### config.mk
export PLATFORM = sky130hd
export DESIGN_NAME = dcfr_regs
export DESIGN_NICKNAME = d
export VERILOG_FILES = /design/src/pkg/dcfr_pkg.sv /design/src/hdl/dcfr_trace_mem.sv /design/src/hdl/dcfr_regs.sv
export VERILOG_INCLUDE_DIRS = /design/src /design/src/pkg
export SDC_FILE = /design/constraint.sdc
export NUM_CORES = 1
export LEC_CHECK = 0
export ABC_AREA = 0
export CAP_MARGIN = 25
export CORE_MARGIN = 1
export CORE_UTILIZATION = 68
export CTS_CLUSTER_DIAMETER = 100
export DETAILED_ROUTE_END_ITERATION = 16
export DONT_BUFFER_PORTS = 1
export MAX_ROUTING_LAYER = met4
export PLACE_DENSITY = 0.91
export SETUP_SLACK_MARGIN = 0.05
export SLEW_MARGIN = 20
export SYNTH_ARGS = -nofsm -noshare
export SYNTH_HDL_FRONTEND = slang
export SYNTH_SLANG_ARGS = --single-unit
### constraint.sdc
create_clock -name ref_clk -period 6.4 [get_ports ref_clk]
set_clock_uncertainty 0.2 [all_clocks]
set_input_delay 1.28 -clock ref_clk [delete_from_list [all_inputs] [get_ports ref_clk]]
set_output_delay 1.28 -clock ref_clk [all_outputs]
set_load 0.01 [all_outputs]
### src/pkg/dcfr_map.svh
// dcfr register map, field positions, reset values and sizes
`ifndef DCFR_MAP_SVH
`define DCFR_MAP_SVH
`define DCFR_IDX_CMP_B_LOW     14'h3013
`define DCFR_IDX_CMP_C_HIGH    14'h3014
`define DCFR_IDX_CMP_C_LOW     14'h3015
`define DCFR_IDX_FIFO_HIGH     14'h3016
`define DCFR_IDX_FIFO_LOW      14'h3017
`define DCFR_IDX_CMP_A_QUAL    14'h3018
`define DCFR_BIT_QUAL_ON       7
`define DCFR_BIT_QUAL_DIR      6
`define DCFR_QUAL_WR_MASK      8'hC0
`define DCFR_RST_BYTE          8'h00
`define DCFR_FIFO_DEPTH        8
`define DCFR_FIFO_AW           3
`define DCFR_RESP_OK           2'h0
`define DCFR_RESP_SLVERR       2'h2
`endif

### src/pkg/dcfr_pkg.sv
// dcfr shared types
package dcfr_pkg;
  typedef struct packed {
    logic [15:0] addr;
    logic        is_read;
  } dcfr_cpu_cycle_t;
  typedef struct packed {
    logic        valid;
    logic [15:0] word;
  } dcfr_trace_entry_t;
  typedef enum logic [1:0] {
    DCFR_RST_CLEAR,
    DCFR_RST_KEEP,
    DCFR_RST_NONE
  } dcfr_rst_kind_t;
endpackage

### src/hdl/dcfr_trace_mem.sv
// trace FIFO storage with registered read data
`timescale 1ns/1ps
`default_nettype none
module dcfr_trace_mem #(
  parameter int W = 16,
  parameter int D = 8,
  parameter int AW = 3
) (
  input  wire logic          ref_clk,
  input  wire logic          wr_en,
  input  wire logic [AW-1:0] wr_addr,
  input  wire logic [W-1:0]  wr_data,
  input  wire logic [AW-1:0] rd_addr,
  output logic [W-1:0]       rd_data
);
  logic [W-1:0] mem_reg [D];

  always_ff @(posedge ref_clk) begin
    if (wr_en) begin
      mem_reg[wr_addr] <= wr_data;
    end
  end

  // write-through so an entry pushed while read keeps the head consistent
  always_ff @(posedge ref_clk) begin
    if (wr_en && (wr_addr == rd_addr)) begin
      rd_data <= wr_data;
    end else begin
      rd_data <= mem_reg[rd_addr];
    end
  end
endmodule
`default_nettype wire

### src/hdl/dcfr_regs.sv
// comparator B/C compare bytes, trace FIFO read port, comparator A qualifier
//
// Local design decision: the Avalon-MM register port.
`timescale 1ns/1ps
`default_nettype none
`include "dcfr_map.svh"
module dcfr_regs (
  input  wire logic                       ref_clk,
  input  wire logic                       rst_n,
  input  wire logic                       rst_end_run,
  input  wire logic                       debug_module_on,
  input  wire logic                       trace_begin_sel,
  input  wire logic [15:0]                avs_address,
  input  wire logic                       avs_read,
  input  wire logic                       avs_write,
  input  wire logic [31:0]                avs_writedata,
  input  wire logic [3:0]                 avs_byteenable,
  output logic [31:0]                     avs_readdata,
  output logic                            avs_waitrequest,
  output logic [1:0]                      avs_response,
  input  wire dcfr_pkg::dcfr_cpu_cycle_t  cpu_cycle,
  input  wire logic                       cmp_a_addr_hit,
  input  wire logic                       trace_event_only,
  input  wire dcfr_pkg::dcfr_trace_entry_t trace_in,
  output logic                            cmp_a_hit,
  output logic                            cmp_b_low_hit,
  output logic                            cmp_c_hit,
  output logic                            fifo_empty,
  output logic                            fifo_full
);
  logic [7:0]                  cmp_b_low_reg;
  logic [7:0]                  cmp_c_high_reg;
  logic [7:0]                  cmp_c_low_reg;
  logic                        qual_on_reg;
  logic                        qual_dir_reg;
  logic [`DCFR_FIFO_AW-1:0]    rd_ptr_reg;
  logic [`DCFR_FIFO_AW-1:0]    rd_ptr_next;
  logic [`DCFR_FIFO_AW-1:0]    wr_ptr_reg;
  logic [`DCFR_FIFO_AW:0]      count_reg;
  logic [15:0]                 head_word;
  dcfr_pkg::dcfr_rst_kind_t    rst_kind;
  logic                        req;
  logic                        done;
  logic                        wr_lane;
  logic [13:0]                 idx;
  logic                        mapped;
  logic                        pop;
  logic                        push;
  logic [7:0]                  rd_byte;
  logic [7:0]                  qual_byte;
  logic                        pop_due_reg;

  // classify the reset in force this cycle
  always_comb begin
    if (rst_n) begin
      rst_kind = dcfr_pkg::DCFR_RST_NONE;
    end else if (debug_module_on && !trace_begin_sel) begin
      rst_kind = dcfr_pkg::DCFR_RST_KEEP;
    end else if (rst_end_run) begin
      // contents undefined by contract; holding them is the cheapest choice
      rst_kind = dcfr_pkg::DCFR_RST_KEEP;
    end else begin
      rst_kind = dcfr_pkg::DCFR_RST_CLEAR;
    end
  end

  // bus decode; a request is served on the cycle waitrequest is low
  always_comb begin
    idx     = avs_address[15:2];
    req     = rst_n && (avs_read || avs_write);
    done    = req && !avs_waitrequest;
    wr_lane = done && avs_write && avs_byteenable[0];
    mapped  = (idx >= `DCFR_IDX_CMP_B_LOW) && (idx <= `DCFR_IDX_CMP_A_QUAL);
    pop     = done && pop_due_reg;
    push    = rst_n && trace_in.valid && !fifo_full;
  end

  always_comb begin
    qual_byte = `DCFR_RST_BYTE;
    qual_byte[`DCFR_BIT_QUAL_ON]  = qual_on_reg;
    qual_byte[`DCFR_BIT_QUAL_DIR] = qual_dir_reg;
  end

  always_comb begin
    case (idx)
      `DCFR_IDX_CMP_B_LOW: begin
        rd_byte = cmp_b_low_reg;
      end
      `DCFR_IDX_CMP_C_HIGH: begin
        rd_byte = cmp_c_high_reg;
      end
      `DCFR_IDX_CMP_C_LOW: begin
        rd_byte = cmp_c_low_reg;
      end
      `DCFR_IDX_FIFO_HIGH: begin
        rd_byte = (fifo_empty || trace_event_only) ? 8'h00 : head_word[15:8];
      end
      `DCFR_IDX_FIFO_LOW: begin
        rd_byte = fifo_empty ? 8'h00 : head_word[7:0];
      end
      `DCFR_IDX_CMP_A_QUAL: begin
        rd_byte = qual_byte;
      end
      default: begin
        rd_byte = 8'h00;
      end
    endcase
  end

  // one wait cycle per request, then a single ready cycle
  always_ff @(posedge ref_clk) begin
    if (!rst_n) begin
      avs_waitrequest <= 1'b1;
    end else begin
      avs_waitrequest <= !(req && avs_waitrequest);
    end
  end

  always_ff @(posedge ref_clk) begin
    if (!rst_n) begin
      avs_readdata <= 32'h0000_0000;
      avs_response <= `DCFR_RESP_OK;
    end else if (req && avs_waitrequest) begin
      avs_readdata <= avs_read ? {24'h00_0000, rd_byte} : 32'h0000_0000;
      avs_response <= mapped ? `DCFR_RESP_OK : `DCFR_RESP_SLVERR;
    end
  end

  // a low read pops only if it returned a word when taken; empty lags a push
  always_ff @(posedge ref_clk) begin
    if (!rst_n) begin
      pop_due_reg <= 1'b0;
    end else if (req && avs_waitrequest) begin
      pop_due_reg <= avs_read && (idx == `DCFR_IDX_FIFO_LOW) && !fifo_empty;
    end
  end

  // compare bytes
  always_ff @(posedge ref_clk) begin
    if (rst_kind == dcfr_pkg::DCFR_RST_CLEAR) begin
      cmp_b_low_reg  <= `DCFR_RST_BYTE;
      cmp_c_high_reg <= `DCFR_RST_BYTE;
      cmp_c_low_reg  <= `DCFR_RST_BYTE;
    end else if (wr_lane) begin
      case (idx)
        `DCFR_IDX_CMP_B_LOW: begin
          cmp_b_low_reg <= avs_writedata[7:0];
        end
        `DCFR_IDX_CMP_C_HIGH: begin
          cmp_c_high_reg <= avs_writedata[7:0];
        end
        `DCFR_IDX_CMP_C_LOW: begin
          cmp_c_low_reg <= avs_writedata[7:0];
        end
        default: begin
          cmp_b_low_reg <= cmp_b_low_reg;
        end
      endcase
    end
  end

  // qualifier: only bits 7 and 6 are storage, the rest never written
  always_ff @(posedge ref_clk) begin
    if (rst_kind == dcfr_pkg::DCFR_RST_CLEAR) begin
      qual_on_reg  <= 1'b0;
      qual_dir_reg <= 1'b0;
    end else if (wr_lane && (idx == `DCFR_IDX_CMP_A_QUAL)) begin
      qual_on_reg  <= avs_writedata[`DCFR_BIT_QUAL_ON];
      qual_dir_reg <= avs_writedata[`DCFR_BIT_QUAL_DIR];
    end
  end

  // address comparators, one bit of compare value per address bit
  always_ff @(posedge ref_clk) begin
    if (!rst_n) begin
      cmp_b_low_hit <= 1'b0;
      cmp_c_hit     <= 1'b0;
      cmp_a_hit     <= 1'b0;
    end else begin
      cmp_b_low_hit <= (cpu_cycle.addr[7:0] == cmp_b_low_reg);
      cmp_c_hit     <= (cpu_cycle.addr[15:8] == cmp_c_high_reg) &&
                       (cpu_cycle.addr[7:0] == cmp_c_low_reg);
      cmp_a_hit     <= cmp_a_addr_hit &&
                       (!qual_on_reg || (cpu_cycle.is_read == qual_dir_reg));
    end
  end

  // trace FIFO pointers; a full FIFO drops new entries
  always_comb begin
    rd_ptr_next = pop ? rd_ptr_reg + 1'b1 : rd_ptr_reg;
  end

  always_ff @(posedge ref_clk) begin
    if (rst_kind == dcfr_pkg::DCFR_RST_CLEAR) begin
      rd_ptr_reg <= '0;
      wr_ptr_reg <= '0;
      count_reg  <= '0;
    end else if (rst_n) begin
      rd_ptr_reg <= rd_ptr_next;
      if (push) begin
        wr_ptr_reg <= wr_ptr_reg + 1'b1;
      end
      case ({push, pop})
        2'b10: begin
          count_reg <= count_reg + 1'b1;
        end
        2'b01: begin
          count_reg <= count_reg - 1'b1;
        end
        default: begin
          count_reg <= count_reg;
        end
      endcase
    end
  end

  // flags set on the edge the count reaches 0 or 8 and clear one edge after it leaves, both straight from flops
  always_ff @(posedge ref_clk) begin
    if (rst_kind == dcfr_pkg::DCFR_RST_CLEAR) begin
      fifo_empty <= 1'b1;
      fifo_full  <= 1'b0;
    end else begin
      fifo_empty <= (count_reg == '0) || ((count_reg == 4'h1) && pop && !push);
      fifo_full  <= (count_reg == 4'h8) ||
                    ((count_reg == 4'h7) && push && !pop);
    end
  end

  // memory reads the next pointer so the head is fresh on the same edge the pop advances the pointer
  dcfr_trace_mem #(
    .W (16),
    .D (`DCFR_FIFO_DEPTH),
    .AW(`DCFR_FIFO_AW)
  ) u_mem (
    .ref_clk(ref_clk),
    .wr_en  (push),
    .wr_addr(wr_ptr_reg),
    .wr_data(trace_in.word),
    .rd_addr(rd_ptr_next),
    .rd_data(head_word)
  );

  // checks
  logic [7:0] snap_c_high_reg;
  logic       prev_clear_reg;
  logic       prev_keep_reg;

  always_ff @(posedge ref_clk) begin
    if (rst_n) begin
      snap_c_high_reg <= cmp_c_high_reg;
    end
    prev_clear_reg <= (rst_kind == dcfr_pkg::DCFR_RST_CLEAR);
    prev_keep_reg  <= !rst_n && debug_module_on && !trace_begin_sel;
  end
endmodule
`default_nettype wire

==> results.sh <==
export IMPL_grt_util_all_layers_pct=28.06
export IMPL_core_um2=11420
export IMPL_stdcell_count=706
export IMPL_cp_slowest_cell="nor3b_4"
export IMPL_critPathKind="input pin to flip-flop"
export IMPL_diodes=0
export IMPL_cp_num_cells=4
export IMPL_clockBufferDepth=2
export IMPL_reg2reg_setup_slack_ns=3.57
export IMPL_routed_wl_um=15730
export IMPL_cts_resized=0
export IMPL_numCtsBuffers=17
export IMPL_avgViaCountPerCell=6.307
export IMPL_crit_path_start="trace_in[16]"
export IMPL_worst_slew_pin_slew_ns=1.019
export IMPL_path_buf_inv=0
export IMPL_synth_seq_cells=183
export IMPL_synth_area_um2=7976
export IMPL_gp_congestion=0.8999
export IMPL_setup_viol=0
export IMPL_crit_chain="nand2_1 > nor2_1 > nand2_1 > nor3b_4"
export IMPL_worstPathRequired_ns=6.24
export IMPL_remaining_drc_errors=0
export IMPL_hp_class="flip-flop to flip-flop"
export IMPL_worst_path_most_repeated_cell="nand2_1"
export IMPL_crit_family="simple AND/OR/NAND/NOR gates"
export IMPL_fp_dieH_um=110.3
export IMPL_setup_ws_ns=3.316
export IMPL_fin_hold_ws_ns=0.2866
export IMPL_netlist_area_leader_share_pct=48.19
export IMPL_port_buffers=0
export IMPL_drtIter0Drc=421
export IMPL_path_clk_slew_ns=0.06
export IMPL_hold_viol=0
export IMPL_pre_cts_slack_ns=2.877
export IMPL_htree_levels=4
export IMPL_irDropWorstVdd_uv=323.0
export IMPL_yosysSeqAreaShare_pct=61.99
export IMPL_wl_per_cell_um=22.28
export IMPL_period_share_pct=48.18
export IMPL_tns_ns=0
export IMPL_p_leak_nw=2.789
export IMPL_io_pins=135
export IMPL_ys_top_cells_by_count="128 x edfxtp_1, 55 x dfxtp_1, 54 x nand2_1"
export IMPL_antenna_found_initial=0
export IMPL_vias=4453
export IMPL_startpoint_type="input pin"
export IMPL_synthTopCellsByArea="edfxtp_1 48%, dfxtp_1 14%, mux4_1 7.2%, mux2i_1 4.3%, mux4_2 2.8%"
export IMPL_slew_violations=0
export IMPL_worst_path_max_fanout=16
export IMPL_dr_pass1_iters=5
export IMPL_final_antenna_net_count=0
export IMPL_synth_edf_count=128
export IMPL_area_delta_synth_final_pct=7.216
export IMPL_powerDensity_nw_per_um2=285.7
export IMPL_netlist_instances=548
export IMPL_largest_reg_flops=128
export IMPL_placed_cells=672
export IMPL_insertion_delay_ns=0.43
export IMPL_arrival_ns=2.93
export IMPL_synth_most_common_cell="edfxtp_1"
export IMPL_crit_path_end="u_mem.mem_reg[6][3]$_DFFE_PP_"
export IMPL_start_util_pct=69.86
export IMPL_cts_tree="built"
export IMPL_rr_worst_depth=6
export IMPL_die_area_um2=12170
export IMPL_final_layout_size_suffix_gt1_share_pct=11.90
export IMPL_ys_warn_count=0
export IMPL_cts_root_buffer="clkbuf_16"
export IMPL_fp_dieW_um=110.3
export IMPL_slowest_delay_ns=0.91
export IMPL_ctsHoldBuffers=0
export IMPL_hp_start="cmp_c_high_reg[6]$_SDFFE_PN0P_"
export IMPL_syn_avg_cell_area_um2=14.56
export IMPL_grt_max_degree=39
export IMPL_rr_endpoint="avs_readdata[2]$_SDFFE_PN0P_"
export IMPL_yosysTopAreaCell="edfxtp_1"
export IMPL_grt_pass1_wl_um=22980
export IMPL_num_rows=39
export IMPL_end_kind="flip-flop"
export IMPL_status="completed"
export IMPL_min_period_ns=3.084
export IMPL_max_slew_margin_pct=31.99
export IMPL_max_freq_ghz=0.3243
export IMPL_rsz0062_at_grt="false"
export IMPL_grt_pass1_vias=4464
export IMPL_postCtsSetupRepairBufs=0
export IMPL_async_reset_ff_share_pct=0
export IMPL_gr_total_overflow=0
export IMPL_clock_sinks=183
export IMPL_dp_hpwl_um=10330
export IMPL_synth_cell_types=53
export IMPL_nNetsFinal=651
export IMPL_cap_viol_max_count=0
export IMPL_synthFlopType="edfxtp_1"
-- placed cells by master (no fill, tap or decap), types with 8 or more instances in the layout --
cell	instances
a21oi_1	19
clkbuf_16	17
conb_1	25
dfxtp_1	55
edfxtp_1	128
inv_1	8
mux2i_1	34
mux4_1	22
mux4_2	10
nand2_1	54
nor2_1	29
nor3_1	18
o21ai_0	9
xnor2_1	22
xor2_1	11
-- where the power goes --
part           switching (mW)  internal [mW]
clock                   0.421          0.533
sequential             0.0407           1.32
combinational          0.0756         0.0561
total                   0.537           1.91
-- metrics by stage --
stage | utilization, % | cell area, um2 | power [mW]
2_1_floorplan | - | 8066 | 1.471
3_3_place_gp | 69.94 | 7986 | 1.496
3_5_place_dp | 69.94 | 7986 | 1.511
4_1_cts | 74.67 | 8526 | 2.457
5_1_grt | 74.90 | 8552 | 2.528
6_report | 74.90 | 8552 | 2.443
-- routing by layer --
metal | track usage, % | up-vias | part of all wire (%)
li1 | - | 2031 | -
met1 | 32.18 | 2211 | 39
met2 | 45.87 | 179 | 50
met3 | 8.054 | 32 | 7.9
met4 | 12.97 | 0 | 2.7
met5 | - | - | 0
-- cell families after synthesis --
kind of cell               after synthesis  share of synthesized area, %
DFF                                    183                         61.99
and+or+nand+nor                        153                         9.851
muxes                                   68                         14.62
buffers and inverters                   57                         5.239
AOI/OAI and AO/OA                       47                         3.686
xor gates and xnor gates                33                         3.623
adders and majority gates                6                        0.9412
other                                    1                       0.04701
-- tightest hold or removal path, delay by kind of cell, from the launching register on --
kind               cells  cell delay [ns]
AOI/OAI and AO/OA      1             0.05
and+or+nand+nor        1             0.06
DFF                    1             0.33
-- layout make-up --
class | instances | area (um2)
multi-input combinational | 332 | 2788
fill | 674 | 2867
sequential | 183 | 4945
clock buffer | 20 | 436.7
clock inverter | 12 | 102.6
timing repair buffer | 8 | 71.32
tap | 143 | 178.9
inverter | 8 | 30.03
-- worst min path at each step --
stage / slack [ns] / endpoint / cells past startpoint
final: 0.29 / cmp_c_high_reg[6]$_SDFFE_PN0P_ / 2
after global routing: 0.31 / cmp_a_hit$_SDFF_PN0_ / 1
after CTS: 0.28 / cmp_a_hit$_SDFF_PN0_ / 1
after detailed placement: 0.27 / cmp_a_hit$_SDFF_PN0_ / 1
after global placement: 0.26 / flip-flop / 2
after floorplan: 0.23 / cmp_a_hit$_SDFF_PN0_ / 1
(Power assumes the default switching activity.)
